`config.mk`:
```
export PLATFORM = sky130hd
export DESIGN_NAME = disc_drive_fault_monitor
export DESIGN_NICKNAME = d
export VERILOG_FILES = /design/src/hw/fault_monitor_pkg.sv /design/src/hw/disc_drive_fault_monitor.sv
export SDC_FILE = /design/constraint.sdc
export NUM_CORES = 1
export LEC_CHECK = 0
export BUFFER_PORTS_ARGS = -buffer_cell sky130_fd_sc_hd__buf_2
export CAP_MARGIN = 25
export CORE_MARGIN = 3
export CORE_UTILIZATION = 40
export CTS_BUF_LIST = sky130_fd_sc_hd__clkbuf_8
export CTS_CLUSTER_SIZE = 20
export DETAILED_ROUTE_END_ITERATION = 7
export GPL_ROUTABILITY_DRIVEN = 0
export GPL_TIMING_DRIVEN = 0
export PLACE_DENSITY_LB_ADDON = 0.1
export SLEW_MARGIN = 20
export SYNTH_ARGS = -nofsm -noshare
export SYNTH_HDL_FRONTEND = slang
export SYNTH_SLANG_ARGS = --single-unit
```
`constraint.sdc`:
```
create_clock -name I_CLK -period 2.99 [get_ports I_CLK]
set_clock_uncertainty 0.05 [all_clocks]
set_input_delay 0.1495 -clock I_CLK [delete_from_list [all_inputs] [get_ports I_CLK]]
set_output_delay 0.1495 -clock I_CLK [all_outputs]
set_load 0.01 [all_outputs]
```
`src/hw/fault_monitor_pkg.sv`:
```
// Constants shared by the disc drive fault monitor
`default_nettype none
package fault_monitor_pkg;
  localparam int unsigned CLK_HZ = 10_000_000;
  localparam int unsigned SEEK_TMO_MS = 90;
  localparam int unsigned LONG_TMO_MS = 1250;
  localparam int unsigned SEEK_TMO_CYC = SEEK_TMO_MS * (CLK_HZ / 1000);
  localparam int unsigned LONG_TMO_CYC = LONG_TMO_MS * (CLK_HZ / 1000);
  localparam int unsigned CNT_W = 24;
  localparam int unsigned NUM_TMR = 4;
  localparam int unsigned NUM_IL = 5;
  localparam int unsigned NUM_HEADS = 5;
  // Timer slots
  localparam int unsigned TMR_SEEK = 0;
  localparam int unsigned TMR_HOME = 1;
  localparam int unsigned TMR_WDRAW = 2;
  localparam int unsigned TMR_RESTORE = 3;
  // AXI4-Lite register map
  localparam logic [3:0] ADDR_CTRL = 4'h0;
  localparam logic [3:0] ADDR_STATUS = 4'h4;
  localparam logic [3:0] ADDR_IND = 4'h8;
  localparam logic [1:0] RESP_OKAY = 2'h0;
  localparam logic [1:0] RESP_SLVERR = 2'h2;
  // Status bit positions
  localparam int unsigned ST_READY = 0;
  localparam int unsigned ST_FAULT = 1;
  localparam int unsigned ST_DOOR = 2;
  localparam int unsigned ST_TMO = 3;
endpackage
`default_nettype wire

```
`src/hw/disc_drive_fault_monitor.sv`:
```
// Disc drive fault monitor: ready latch, door release, timeouts, faults
// ============================================================
`default_nettype none
module disc_drive_fault_monitor (
  input wire logic I_CLK,
  input wire logic I_RST,
  input wire logic I_RUN_STOP,
  input wire logic I_CARRIAGE_RETRACTED,
  input wire logic I_SPINDLE_STOPPED,
  input wire logic I_SERVO_GAIN_VALID,
  input wire logic I_SERVO_BALANCED,
  input wire logic I_DOOR_LOCKED,
  input wire logic I_PACK_IN_PLACE,
  input wire logic I_SPINDLE_AT_SPEED,
  input wire logic I_ACCESS_READY,
  input wire logic I_AT_CYL_ZERO,
  input wire logic I_SEEK_REQUEST,
  input wire logic I_SEEK_TO_ZERO,
  input wire logic I_WITHDRAW_HEADS_CMD,
  input wire logic I_RESTORE_HOME,
  input wire logic [4:0] I_INTERLOCK,
  input wire logic I_WRITE,
  input wire logic I_READ,
  input wire logic I_WRITE_DATA,
  input wire logic [4:0] I_HEAD_SEL,
  input wire logic I_DC_WRITE_CURRENT,
  input wire logic I_AWVALID,
  output logic O_AWREADY,
  input wire logic [3:0] I_AWADDR,
  input wire logic I_WVALID,
  output logic O_WREADY,
  input wire logic [31:0] I_WDATA,
  input wire logic [3:0] I_WSTRB,
  output logic O_BVALID,
  input wire logic I_BREADY,
  output logic [1:0] O_BRESP,
  input wire logic I_ARVALID,
  output logic O_ARREADY,
  input wire logic [3:0] I_ARADDR,
  output logic O_RVALID,
  input wire logic I_RREADY,
  output logic [31:0] O_RDATA,
  output logic [1:0] O_RRESP,
  output logic O_DOOR_RELEASE,
  output logic O_DRIVE_READY,
  output logic O_DRIVE_FAULT,
  output logic O_SERVO_LOSS_IND,
  output logic O_CARRIAGE_FAULT_IND,
  output logic O_TIMEOUT_IND,
  output logic O_INTERLOCK_IND,
  output logic O_WRITE_NO_DATA_IND,
  output logic O_MULTI_HEAD_IND,
  output logic O_WRITE_OFF_CYL_IND,
  output logic O_READ_WRITE_IND
);
  localparam int unsigned NIN = 17 + fault_monitor_pkg::NUM_IL
    + fault_monitor_pkg::NUM_HEADS;
  localparam int unsigned NH = fault_monitor_pkg::NUM_HEADS;
  localparam int unsigned NT = fault_monitor_pkg::NUM_TMR;
  localparam int unsigned CW = fault_monitor_pkg::CNT_W;

  // ============================================================
  // Input synchronisers
  logic [NIN-1:0] raw;
  logic [NIN-1:0] meta_r;
  logic [NIN-1:0] sync_r;
  assign raw = {I_RUN_STOP, I_CARRIAGE_RETRACTED, I_SPINDLE_STOPPED,
    I_SERVO_GAIN_VALID, I_SERVO_BALANCED, I_DOOR_LOCKED, I_PACK_IN_PLACE,
    I_SPINDLE_AT_SPEED, I_ACCESS_READY, I_AT_CYL_ZERO, I_SEEK_REQUEST,
    I_SEEK_TO_ZERO, I_WITHDRAW_HEADS_CMD, I_RESTORE_HOME, I_WRITE, I_READ,
    I_WRITE_DATA, I_INTERLOCK, I_HEAD_SEL};

  always_ff @(posedge I_CLK) begin
    if (I_RST) begin
      meta_r <= '0;
      sync_r <= '0;
    end else begin
      meta_r <= raw;
      sync_r <= meta_r;
    end
  end

  logic run_sel, carriage_retracted, spindle_stopped, servo_gain_valid;
  logic servo_balanced, door_locked, pack_in_place, spindle_at_speed;
  logic access_ready, at_cyl_zero, seek_request, seek_to_zero;
  logic withdraw_heads_cmd, restore_home, write_mode, read_mode;
  logic write_data;
  logic [fault_monitor_pkg::NUM_IL-1:0] interlock;
  logic [NH-1:0] head_sel;
  assign {run_sel, carriage_retracted, spindle_stopped, servo_gain_valid,
    servo_balanced, door_locked, pack_in_place, spindle_at_speed,
    access_ready, at_cyl_zero, seek_request, seek_to_zero,
    withdraw_heads_cmd, restore_home, write_mode, read_mode, write_data,
    interlock, head_sel} = sync_r;

  // DC current is sensed separately through its own two flops, with the same two-cycle delay as the other inputs
  logic dc_meta_r, dc_write_current;
  always_ff @(posedge I_CLK) begin
    if (I_RST) begin
      dc_meta_r <= 1'b0;
      dc_write_current <= 1'b0;
    end else begin
      dc_meta_r <= I_DC_WRITE_CURRENT;
      dc_write_current <= dc_meta_r;
    end
  end

  function automatic logic multi_sel(input logic [NH-1:0] v);
    int n;
    n = 0;
    for (int k = 0; k < NH; k++) n += int'(v[k]);
    return n > 1;
  endfunction

  // ============================================================
  // Software control: force stop and clear latched timeouts
  logic sw_stop_r;
  logic tmo_clr;
  logic stop_sel;
  assign stop_sel = ~run_sel | sw_stop_r;

  // ============================================================
  // Fault decode
  logic heads_multi_selected, write_without_data, write_off_cylinder;
  logic read_with_write, dc_stray, interlock_fault, carriage_sensor_fault;
  logic servo_signal_loss_fault, timeout_fault, any_fault;
  logic drive_ready_latch;
  logic [NT-1:0] tmo_r;

  assign heads_multi_selected = multi_sel(head_sel);
  assign dc_stray = dc_write_current & ~write_mode;
  assign write_without_data = write_mode & ~write_data;
  assign write_off_cylinder = write_mode & ~access_ready;
  assign read_with_write = read_mode & write_mode;
  assign interlock_fault = |interlock;
  assign carriage_sensor_fault =
    carriage_retracted & drive_ready_latch;
  // Loss of gain only counts once the drive has come ready
  assign servo_signal_loss_fault =
    ~servo_gain_valid & drive_ready_latch;
  assign timeout_fault = |tmo_r;
  assign any_fault = servo_signal_loss_fault | carriage_sensor_fault
    | timeout_fault | interlock_fault | write_without_data
    | write_off_cylinder | read_with_write | heads_multi_selected
    | dc_stray;

  // ============================================================
  // Drive ready latch; clear beats set so the latch cannot set while any fault is present
  always_ff @(posedge I_CLK) begin
    if (I_RST) begin
      drive_ready_latch <= 1'b0;
    end else if (any_fault | ~(door_locked & pack_in_place)
                 | ~spindle_at_speed | stop_sel) begin
      drive_ready_latch <= 1'b0;
    end else if (servo_gain_valid & servo_balanced) begin
      drive_ready_latch <= 1'b1;
    end
  end

  // ============================================================
  // Timeout counters, one per positioning command
  logic [NT-1:0] trig;
  logic [NT-1:0] done;
  logic [NT-1:0] trig_d_r;
  logic [NT-1:0] run_r;
  logic [CW-1:0] cnt_r [NT];
  logic [CW-1:0] limit [NT];
  assign trig = {restore_home, withdraw_heads_cmd, seek_to_zero,
    seek_request};
  // Seek done on access ready; home moves done on cylinder zero
  assign done = {at_cyl_zero & access_ready, carriage_retracted,
    at_cyl_zero & access_ready, access_ready};
  assign limit[fault_monitor_pkg::TMR_SEEK] =
    CW'(fault_monitor_pkg::SEEK_TMO_CYC);
  assign limit[fault_monitor_pkg::TMR_HOME] =
    CW'(fault_monitor_pkg::LONG_TMO_CYC);
  assign limit[fault_monitor_pkg::TMR_WDRAW] =
    CW'(fault_monitor_pkg::LONG_TMO_CYC);
  assign limit[fault_monitor_pkg::TMR_RESTORE] =
    CW'(fault_monitor_pkg::LONG_TMO_CYC);

  always_ff @(posedge I_CLK) begin
    if (I_RST) trig_d_r <= '0;
    else trig_d_r <= trig;
  end

  for (genvar t = 0; t < NT; t++) begin : g_tmr
    always_ff @(posedge I_CLK) begin
      if (I_RST) begin
        run_r[t] <= 1'b0;
        cnt_r[t] <= '0;
        tmo_r[t] <= 1'b0;
      end else begin
        if (trig[t] & ~trig_d_r[t]) begin
          run_r[t] <= 1'b1;
          cnt_r[t] <= '0;
        end else if (run_r[t] & done[t]) begin
          run_r[t] <= 1'b0;
        end else if (run_r[t]) begin
          cnt_r[t] <= cnt_r[t] + CW'(1);
          if (cnt_r[t] + CW'(1) >= limit[t]) begin
            run_r[t] <= 1'b0;
          end
        end
        // Expiry sets even in a clearing cycle
        if (run_r[t] & ~done[t] & ~(trig[t] & ~trig_d_r[t])
            & (cnt_r[t] + CW'(1) >= limit[t])) begin
          tmo_r[t] <= 1'b1;
        end else if (tmo_clr) begin
          tmo_r[t] <= 1'b0;
        end
      end
    end
  end

  // ============================================================
  // Outputs, all registered
  always_ff @(posedge I_CLK) begin
    if (I_RST) begin
      O_DOOR_RELEASE <= 1'b0;
      O_DRIVE_READY <= 1'b0;
      O_DRIVE_FAULT <= 1'b0;
      O_SERVO_LOSS_IND <= 1'b0;
      O_CARRIAGE_FAULT_IND <= 1'b0;
      O_TIMEOUT_IND <= 1'b0;
      O_INTERLOCK_IND <= 1'b0;
      O_WRITE_NO_DATA_IND <= 1'b0;
      O_MULTI_HEAD_IND <= 1'b0;
      O_WRITE_OFF_CYL_IND <= 1'b0;
      O_READ_WRITE_IND <= 1'b0;
    end else begin
      O_DOOR_RELEASE <=
        stop_sel & carriage_retracted & spindle_stopped;
      O_DRIVE_READY <= drive_ready_latch;
      O_DRIVE_FAULT <= any_fault;
      O_SERVO_LOSS_IND <= servo_signal_loss_fault;
      O_CARRIAGE_FAULT_IND <= carriage_sensor_fault;
      O_TIMEOUT_IND <= timeout_fault;
      O_INTERLOCK_IND <= interlock_fault;
      O_WRITE_NO_DATA_IND <=
        write_without_data | dc_stray;
      O_MULTI_HEAD_IND <= heads_multi_selected | dc_stray;
      O_WRITE_OFF_CYL_IND <= write_off_cylinder;
      O_READ_WRITE_IND <= read_with_write;
    end
  end

  // ============================================================
  // AXI4-Lite slave: address and data taken in either order
  logic aw_got_r, w_got_r;
  logic [3:0] awaddr_r;
  logic [31:0] wdata_r;
  logic [3:0] wstrb_r;
  logic wr_fire;
  assign wr_fire = aw_got_r & w_got_r & ~O_BVALID;
  assign tmo_clr = wr_fire & (awaddr_r == fault_monitor_pkg::ADDR_CTRL)
    & wstrb_r[0] & wdata_r[1];

  always_ff @(posedge I_CLK) begin
    if (I_RST) begin
      O_AWREADY <= 1'b0;
      O_WREADY <= 1'b0;
      aw_got_r <= 1'b0;
      w_got_r <= 1'b0;
      awaddr_r <= '0;
      wdata_r <= '0;
      wstrb_r <= '0;
      O_BVALID <= 1'b0;
      O_BRESP <= fault_monitor_pkg::RESP_OKAY;
      sw_stop_r <= 1'b0;
    end else begin
      O_AWREADY <= ~aw_got_r & ~O_AWREADY & I_AWVALID;
      O_WREADY <= ~w_got_r & ~O_WREADY & I_WVALID;
      if (O_AWREADY & I_AWVALID) begin
        aw_got_r <= 1'b1;
        awaddr_r <= I_AWADDR;
      end
      if (O_WREADY & I_WVALID) begin
        w_got_r <= 1'b1;
        wdata_r <= I_WDATA;
        wstrb_r <= I_WSTRB;
      end
      if (wr_fire) begin
        O_BVALID <= 1'b1;
        aw_got_r <= 1'b0;
        w_got_r <= 1'b0;
        if (awaddr_r == fault_monitor_pkg::ADDR_CTRL) begin
          O_BRESP <= fault_monitor_pkg::RESP_OKAY;
          if (wstrb_r[0]) sw_stop_r <= wdata_r[0];
        end else begin
          O_BRESP <= fault_monitor_pkg::RESP_SLVERR;
        end
      end else if (O_BVALID & I_BREADY) begin
        O_BVALID <= 1'b0;
      end
    end
  end

  always_ff @(posedge I_CLK) begin
    if (I_RST) begin
      O_ARREADY <= 1'b0;
      O_RVALID <= 1'b0;
      O_RDATA <= '0;
      O_RRESP <= fault_monitor_pkg::RESP_OKAY;
    end else begin
      O_ARREADY <= ~O_ARREADY & ~O_RVALID & I_ARVALID;
      if (O_ARREADY & I_ARVALID) begin
        O_RVALID <= 1'b1;
        O_RRESP <= fault_monitor_pkg::RESP_OKAY;
        unique case (I_ARADDR)
          fault_monitor_pkg::ADDR_CTRL: O_RDATA <= {31'h0, sw_stop_r};
          fault_monitor_pkg::ADDR_STATUS: O_RDATA <= {28'h0, timeout_fault,
            O_DOOR_RELEASE, O_DRIVE_FAULT, drive_ready_latch};
          fault_monitor_pkg::ADDR_IND: O_RDATA <= {21'h0, tmo_r,
            O_SERVO_LOSS_IND, O_CARRIAGE_FAULT_IND, O_INTERLOCK_IND,
            O_WRITE_NO_DATA_IND, O_MULTI_HEAD_IND, O_WRITE_OFF_CYL_IND,
            O_READ_WRITE_IND};
          default: begin
            O_RDATA <= '0;
            O_RRESP <= fault_monitor_pkg::RESP_SLVERR;
          end
        endcase
      end else if (O_RVALID & I_RREADY) begin
        O_RVALID <= 1'b0;
      end
    end
  end
endmodule
`default_nettype wire

```
=== Word level (Yosys, flattened, before mapping) ===
Memories as Yosys holds them, arrays and structs flattened.
Index checks and enable logic that the tools add are counted.

* Bits in registers: 131
* Memory bits (writable): 96
* Input bits: 79
* Logic and storage cells: 232
* Memories kept: 1

* Add/sub/neg operators: 8
* Order comparisons: 5
* Eq/ne operators: 2
* Multiplexer cells: 70
* Bitwise operators: 93
* Reduce and logical (&&, ||, !) cells: 14

{| class="wikitable"
|+ Memory list
! memory !! depth !! width !! read ports !! clocked after Yosys merged registers in !! write ports !! RTL line !! RTL
|-
| cnt_r || 4 || 24 || 4 || 0 || 4 || disc_drive_fault_monitor.sv:166 || <nowiki>logic [CW-1:0] cnt_r [NT];</nowiki>
|}

{| class="wikitable"
|+ Operators with widths
! operator !! count
|-
| two-way mux 24 bit || 8
|-
| adder 24 x 1 -> 24 bit, second input constant || 4
|-
| greater-or-equal comparator 24 bit, second input constant || 3
|-
| two-way mux 1 bit || 59
|-
| bitwise AND 1 bit || 47
|-
| case mux 11 bit (3 select lines) || 1
|-
| greater-or-equal comparator 24 x 20 -> 1 bit, second input constant || 1
|-
| inverter 1 bit || 24
|-
| OR 1 bit || 22
|-
| nonzero test 2 bit || 6
|-
| logical NOT 4 bit || 2
|-
| adder 4 x 1 -> 5 bit || 1
|-
| greater-than comparator 5 x 1 -> 1 bit, second input constant || 1
|-
| OR reduction 5 bit || 1
|-
| adder 3 x 1 -> 4 bit || 1
|-
| equality test 4 x 3 -> 1 bit, second input constant || 1
|-
| equality test 4 bit, second input constant || 1
|-
| two-way mux 2 bit || 2
|-
| OR reduction 2 bit || 2
|-
| OR reduction 4 bit || 1
|-
| adder 2 x 1 -> 3 bit || 1
|-
| AND reduction 3 bit || 1
|-
| OR reduction 3 bit || 1
|-
| adder 1 x 1 -> 2 bit || 1
|}

=== Longest topological paths before layout ===
Gate-level depths: netlist of the first run.

* Depth after elaboration: 14
* Mapped depth: 9

=== Least setup slack after synthesis of the first run ===
No wires, ideal clock.

* Path type: flip-flop to flip-flop
* Start point: mem cnt_r[0][0] (netlist bit)
* End point: reg tmo_r[0]
* Setup time: 0.079 ns
* Arrival: 2.281 ns
* Data required time: 2.861 ns
* Path slack: 0.580 ns
* Cell stages (with the launch flop): 10
* Path buffers: 1
* Cell sequence: edfxtp_1 ha_1 clkbuf_1 nand3_1 xor2_1 a22o_1 o311ai_0 o221ai_1 a211o_1 o211ai_1

{| class="wikitable"
|+ RTL lines
! item !! RTL line !! RTL
|-
| from (decl) || disc_drive_fault_monitor.sv:166 ||
|-
| to (signal, indexed assignment) || disc_drive_fault_monitor.sv:192 || <nowiki>tmo_r[t] <= 1'b0;</nowiki>
|-
| to (signal, indexed assignment) || disc_drive_fault_monitor.sv:208 || <nowiki>tmo_r[t] <= 1'b1;</nowiki>
|-
| to (signal, indexed assignment) || disc_drive_fault_monitor.sv:210 || <nowiki>tmo_r[t] <= 1'b0;</nowiki>
|-
| to (decl) || disc_drive_fault_monitor.sv:128 || <nowiki>logic [NT-1:0] tmo_r;</nowiki>
|}

==> results.cfg, run 1 <==
[route]
drtIter0Drc = 329
routed-via-count = 7260
routed_via_density = 4.80
ant_nets = 0
drc = 0
drt_first_pass_iters = 4
totalWireLength_um = 21200
wire_per_inst_um = 14.0

[layout]
multi_input_area_um2 = 4310
drive_above_1_share_pct = 14.4
antennaDiodeCount = 0
final_cell_mix = 139 x nor2_1, 108 x dfxtp_1, 96 x edfxtp_1
layout_commonest_cell = nor2_1
final_nets = 1257
seqCellArea_um2 = 5040
syn2layout_area_growth_pct = 22.0
fill_cells = 2278

[power_and_ir_drop]
internal-power_mw = 4.63
seq_power_share_pct = 52.3
p_sw_mw = 1.51
total_power_mw = 6.13
clock_power_share_pct = 39.8
power_density_nw_per_um2 = 520
swShare_pct = 24.6
irDropWorstVdd_v = 0.000358
p_leak_nw = 4.37
comb_power_share_pct = 7.9

[timing]
finalCritPeriodShare_pct = 91.4
slew_headroom_pct = 57.5
hold_violations = 0
hold_ws_ps = 161
setup_viol = 0
fin_crit_ps = 2730
clock.fmax_mhz = 366
slew_violations = 0
tightest_slew_ps = 634
rsz0062_at_grt = no

[global_routing]
grt_pass1_vias = 7082
gr-total-overflow = 0
grt_max_degree = 25
grt_antenna_before_repair = 0
grt_pass1_wl_um = 35400
grtUsageTotal_pct = 16.2

[hold_path]
hp-class = in -> reg
min_from = I_ARADDR[2]

[setup_path]
setup.worst_path.start_class = flip-flop
crit_path_frequent_cell = and4_1
crit_chain = ha_1, and4_1, and4_1, clkbuf_1, nand2_1, o311a_1, o31a_1, a31oi_1, a211oi_1
reg2reg_from = cnt_r[2][0]
crit_path_start = cnt_r[2][0]
endpoint_kind = flip-flop
cpMaxStageDelayCell = edfxtp_1
required_ps = 3320
critPathMaxStageDelay_ps = 370
critical_path_arrival_ps = 3060
timing_worst_setup_path_type = reg -> reg
cp_max_fo = 6

[clocking]
clk_latency_ps = 530
cts_setup_buffers = 0
ctsLongestPathBuffers = 3
cts_root_buffer = clkbuf_8
h-tree-depth = 2
numCtsBuffers = 37
cts.sinks = 204
clkTransAtPathRegs_ps = 60
cts_tree = done

[synthesis]
synth_xor_xnor_area_share_pct = 7.97
synthSimpleGateAreaFrac_pct = 26.4
synth_top_flop_cell = dfxtp_1
synthMuxAreaShare_pct = 0.414
synth_cells = 981
async_flop_share_pct = 0
synth_top_family_by_area = simple AND/OR/NAND/NOR gates
ys_types = 69
ys_ff_latch = 204
synth-compound-area-share_pct = 7.83
seq_area_frac_synth_pct = 52.2
syn-cell-area_um2 = 9670
avgSynthCellArea_um2 = 9.85
synth_edf_count = 96
synthAdderAreaFrac_pct = 0.984
yosysWarnings = 0

[die]
die_area_um2 = 26100
rows = 56
die_height_um = 161
initial_utilization_pct = 40.9
die_x_um = 161
core-area_um2 = 23600
io_pins = 131

[placement]
io_buffers = 73
hpwl_um = 14800

[run_status]
outcome = finished, final reports clean

[job]
drv_cap = 0
cells in the mapped netlist, types with 7 or more instances:
master	n	area (um2)
a21oi_1	32	160
a22oi_1	12	90.1
a31oi_1	10	62.6
and2_1	12	75.1
and3_1	21	131
and4_1	8	70.1
buf_4	23	173
clkbuf_1	28	105
dfxtp_1	108	2160
edfxtp_1	96	2880
inv_1	19	71.3
nand2_1	71	267
nand2b_1	13	81.3
nand3_1	45	225
nand4_1	24	150
nor2_1	139	522
nor2b_1	74	463
nor3_1	19	95.1
nor4_1	10	62.6
o21ai_0	16	80.1
or3_1	7	43.8
xnor2_1	43	377
xor2_1	45	394
stage by stage:
| stage | cells | TNS (ps) | setup WS [ps] | utilization [%] | area [um2] |
|---|---|---|---|---|---|
| detailed placement | 1396 | -50.3 | -50.3 | 44.6 | 10500 |
| CTS | 1512 | 0 | 97.2 | 49.8 | 11800 |
| global route | 1513 | 0 | 58.6 | 49.9 | 11800 |
| global placement | 1395 | -58.3 | -58.3 | 44.5 | 10500 |
| floorplan | 1003 | 0 | 580 | - | 9750 |
| finish | 1513 | 0 | 256 | 49.9 | 11800 |
power by group through the flow:
stage	registers [mW]	logic [mW]	clock network (mW)
2_1_floorplan	3.23	0.309	0
3_3_place_gp	3.26	0.427	0
3_5_place_dp	3.26	0.432	0
4_1_cts	3.21	0.482	2.54
5_1_grt	3.23	0.547	2.67
6_report	3.21	0.485	2.44
routing by layer:
| layer | wire length, um | global-route usage, % | vias to the layer above |
|---|---|---|---|
| met1 | 10100 | 22.1 | 3296 |
| met3 | 944 | 3.23 | 37 |
| met4 | 469 | 5.16 | 0 |
| li1 | - | - | 3799 |
| met5 | 0 | 0 | - |
| met2 | 9700 | 26.2 | 128 |
sequential cells by signal, summed over array words and instances (netlist names), 2 cells and up:
name	flops
O_RDATA	11
awaddr_r	4
cnt_r	96
meta_r	27
run_r	4
sync_r	27
tmo_r	4
trig_d_r	4
wdata_r	2
cell families (layout without fill, tap and decap cells):
logic type | Yosys count | after routing
and+or+nand+nor | 484 | 484
DFF | 204 | 204
AOI/OAI and AO/OA | 113 | 113
xor gates and xnor gates | 88 | 88
buffers and inverters | 80 | 271
adders and majority gates | 7 | 7
muxes | 4 | 4
other | 1 | 23
worst max-delay path, delay by kind of cell, from the launching register on:
kind | cells | cell delay [ps]
DFF | 1 | 370
and+or+nand+nor | 3 | 600
adders and majority gates | 1 | 260
buffers and inverters | 1 | 220
AOI/OAI and AO/OA | 4 | 1070
repair_timing:
item,in CTS,in global routing
resized for setup,1,1
endpoints found under the hold margin,45,0
endpoints found under the setup margin,1,2
hold buffers,54,0
pin swaps,0,0
area by class of cell:
type                    instances  share of cell area [%]
clock buffers                  43                    5.02
multi-input cells             719                    36.5
plain buffers                  59                    2.75
repair buffers                130                    8.06
clock inverters                19                   0.827
inverters                      20                   0.658
flip-flops and latches        204                    42.8
well taps                     319                    3.38
path summary, 6_finish.rpt:
check / end / slack [ps] / cells after the start
setup / recovery: run_r[2] / 260 / 9
hold / removal: O_RDATA[3] / 160 / 6
setup reg to reg: run_r[2] / 260 / 9
hold reg to reg: sync_r[7] / 380 / 1
Power figures use the tool's default switching activity.
==> inputs of run 2 (changes only) <==
--- a/config.mk
+++ b/config.mk
@@ -5,6 +5,7 @@
 export SDC_FILE = /design/constraint.sdc
 export NUM_CORES = 1
 export LEC_CHECK = 0
+export ABC_AREA = 1
 export BUFFER_PORTS_ARGS = -buffer_cell sky130_fd_sc_hd__buf_2
 export CAP_MARGIN = 25
 export CORE_MARGIN = 3
==> results.cfg, run 2 <==
[layout]
layout_commonest_cell = nand2_1
syn2layout_area_growth_pct = 20.1
seqCellArea_um2 = 5040
antennaDiodeCount = 0
final_cell_mix = 359 x nand2_1, 274 x nor2_1, 214 x inv_1
regMostFlops = cnt_r
multi_input_area_um2 = 4420
reg_top3 = cnt_r (96), meta_r (27), sync_r (27)
fill_cells = 2615
largest_reg_flops = 96
final_nets = 1662
utilization_pct = 49.2
drive_above_1_share_pct = 13.4

[timing]
tightest_slew_ps = 797
fin_crit_ps = 2210
rsz0062_at_grt = no
final.setup.tns_ps = 0
slew_violations = 0
slew_headroom_pct = 46.4
hold_violations = 0
finalCritPeriodShare_pct = 74.0
setup_viol = 0
clock.fmax_mhz = 452

[synthesis]
synthTopCellsByCount = 359 x nand2_1, 274 x nor2_1, 203 x inv_1
avgSynthCellArea_um2 = 7.43
syn-cell-area_um2 = 10400
yosysWarnings = 0
synthMostInstantiatedCell = nand2_1
seq_area_frac_synth_pct = 48.5
yosysTopAreaCell = edfxtp_1
synth_area_leaders = edfxtp_1 28%, dfxtp_1 21%, nand2_1 13%, nor2_1 9.9%, inv_1 7.3%
async_flop_share_pct = 0
synth_edf_count = 96
synth_cells = 1399
ys_types = 36
synth_top_flop_cell = dfxtp_1
ys_ff_latch = 204
synth_top_area_share_pct = 27.7

[global_routing]
grt_pass1_vias = 8535
grt_pass1_wl_um = 40300
gr-total-overflow = 0
grt_antenna_before_repair = 1
grt_max_degree = 25
grtUsageTotal_pct = 17.1

[setup_path]
endpoint_kind = flip-flop
critical_path_arrival_ps = 2530
cp.buffers_inverters = 0
crit_chain = ha_1, nand3_1, nor2_2, nand3_1, nand2_1, nand2_1, nor2_1, nand2_1, nor2_1, nand2_1, nand4_1, a21oi_1
path_depth = 12
crit_path_start = cnt_r[0][0]
reg2reg_from = cnt_r[0][0]
r2r_cells = 12
r2r_end = run_r[0]
timing_worst_setup_path_type = reg -> reg
crit_path_frequent_cell = nand2_1
setup.worst_path.end = run_r[0]
critPathMaxStageDelay_ps = 400
r2r_slack_ps = 780
setup.worst_path.start_class = flip-flop
required_ps = 3310
cpMaxStageDelayCell = edfxtp_1
cp_max_fo = 5
cpLargestDelayFamily = simple AND/OR/NAND/NOR gates

[route]
totalWireLength_um = 23900
drt_first_pass_iters = 6
drtIter0Drc = 350
ant_nets = 0
routed_via_density = 4.54
drc = 0
routed-via-count = 8776
wire_per_inst_um = 12.3

[power_and_ir_drop]
irDropWorstVdd_v = 0.000378
p_leak_nw = 5.65
power_density_nw_per_um2 = 515

[clocking]
clk_latency_ps = 530
cts_root_buffer = clkbuf_8
h-tree-depth = 2
numCtsBuffers = 37
cts_tree = done
cts_setup_buffers = 0
clkTransAtPathRegs_ps = 60
cts.sinks = 204
ctsLongestPathBuffers = 3

[die]
rows = 58
die_height_um = 167
die_area_um2 = 28000
initial_utilization_pct = 41.0
core-area_um2 = 25400
die_x_um = 167
io_pins = 131

[job]
drv_cap = 0

[placement]
hpwl_um = 17400
io_buffers = 73

[hold_path]
hp-class = in -> reg

[run_status]
outcome = finished, final reports clean
-- run 2: cell types whose count changed after synthesis, moves of 13 or more --
| cell | change |
|---|---|
| nand2_2 | +17 |
| inv_1 | +184 |
| nor2b_1 | -74 |
| xnor2_1 | -37 |
| nor2_1 | +135 |
| nand2b_1 | -13 |
| nand3_1 | +30 |
| and3_1 | -21 |
| nor2_2 | +17 |
| a21oi_1 | +25 |
| nand3b_1 | +15 |
| o21ai_0 | +13 |
| xor2_1 | -37 |
| nand2_1 | +288 |
-- run 2: stage by stage --
step | power (mW) | worst slack, ps | hold slack (ps) | cell area, um2 | instances
2_1_floorplan | 3.58 | 1090 | 206 | 10500 | 1421
3_3_place_gp | 3.74 | -25.3 | 305 | 11300 | 1824
3_5_place_dp | 3.74 | 449 | 305 | 11300 | 1824
4_1_cts | 6.53 | 733 | 56.6 | 12500 | 1935
5_1_grt | 6.76 | 473 | 84.7 | 12500 | 1935
6_report | 6.44 | 777 | 104 | 12500 | 1935
-- run 2: logic make-up (layout without fill, tap and decap cells) --
group / Yosys count / after routing / synth area share [%]
compound gates: 105 / 105 / 5.47
other cells: 1 / 23 / 0.0361
xor+xnor: 14 / 14 / 1.18
fa+ha+maj: 7 / 7 / 0.914
flops: 204 / 204 / 48.5
buf+inv: 253 / 437 / 9.96
simple gates: 815 / 815 / 33.9
-- run 2: worst min-delay path by stage --
stage | start | end | slack, ps | depth (start not counted)
after floorplan | I_DC_WRITE_CURRENT | dc_meta_r | 210 | 2
after global placement | I_SERVO_GAIN_VALID | meta_r[23] | 300 | 3
after detailed placement | I_WRITE_DATA | meta_r[10] | 310 | 3
after CTS | I_ARADDR[0] | O_RDATA[0] | 60 | 6
after global routing | I_ARADDR[2] | O_RDATA[1] | 80 | 5
final | I_ARADDR[0] | O_RDATA[0] | 100 | 6
-- run 2: timing repair --
action                    4_1_cts  5_1_grt
gates resized for setup         0        0
hold endpoints to repair       47        0
hold buffers                   43        0
-- run 2: area by class of cell --
| class | instances | area share [%] |
|---|---|---|
| Buffer | 46 | 2.07 |
| Sequential cell | 204 | 40.4 |
| Timing Repair Buffer | 116 | 6.37 |
| Clock inverter | 20 | 0.961 |
| Multi-Input combinational cell | 964 | 35.4 |
| Clock buffer | 48 | 5.29 |
| Tap cell | 330 | 3.30 |
| Inverter | 207 | 6.22 |
-- run 2: per-layer routing --
metal,part of all wire (%),global-route usage [%]
met2,47,29.5
met3,3.4,2.93
met4,2.8,5.62
met5,0.054,0
met1,47,22.0
-- run 2: power breakdown --
part	internal (mW)	total (mW)	switching [mW]
Sequential	3.08	3.19	0.109
Combinational	0.210	0.536	0.326
Clock	1.54	2.71	1.17
Total	4.83	6.44	1.61
-- run 2: worst register-to-register path, cell delays in order (launching register included) --
cell	delay (ps)
edfxtp_1	400
ha_1	200
nand3_1	170
nor2_2	290
nand3_1	120
nand2_1	100
nand2_1	80
nor2_1	180
nand2_1	80
nor2_1	170
nand2_1	90
nand4_1	80
a21oi_1	60
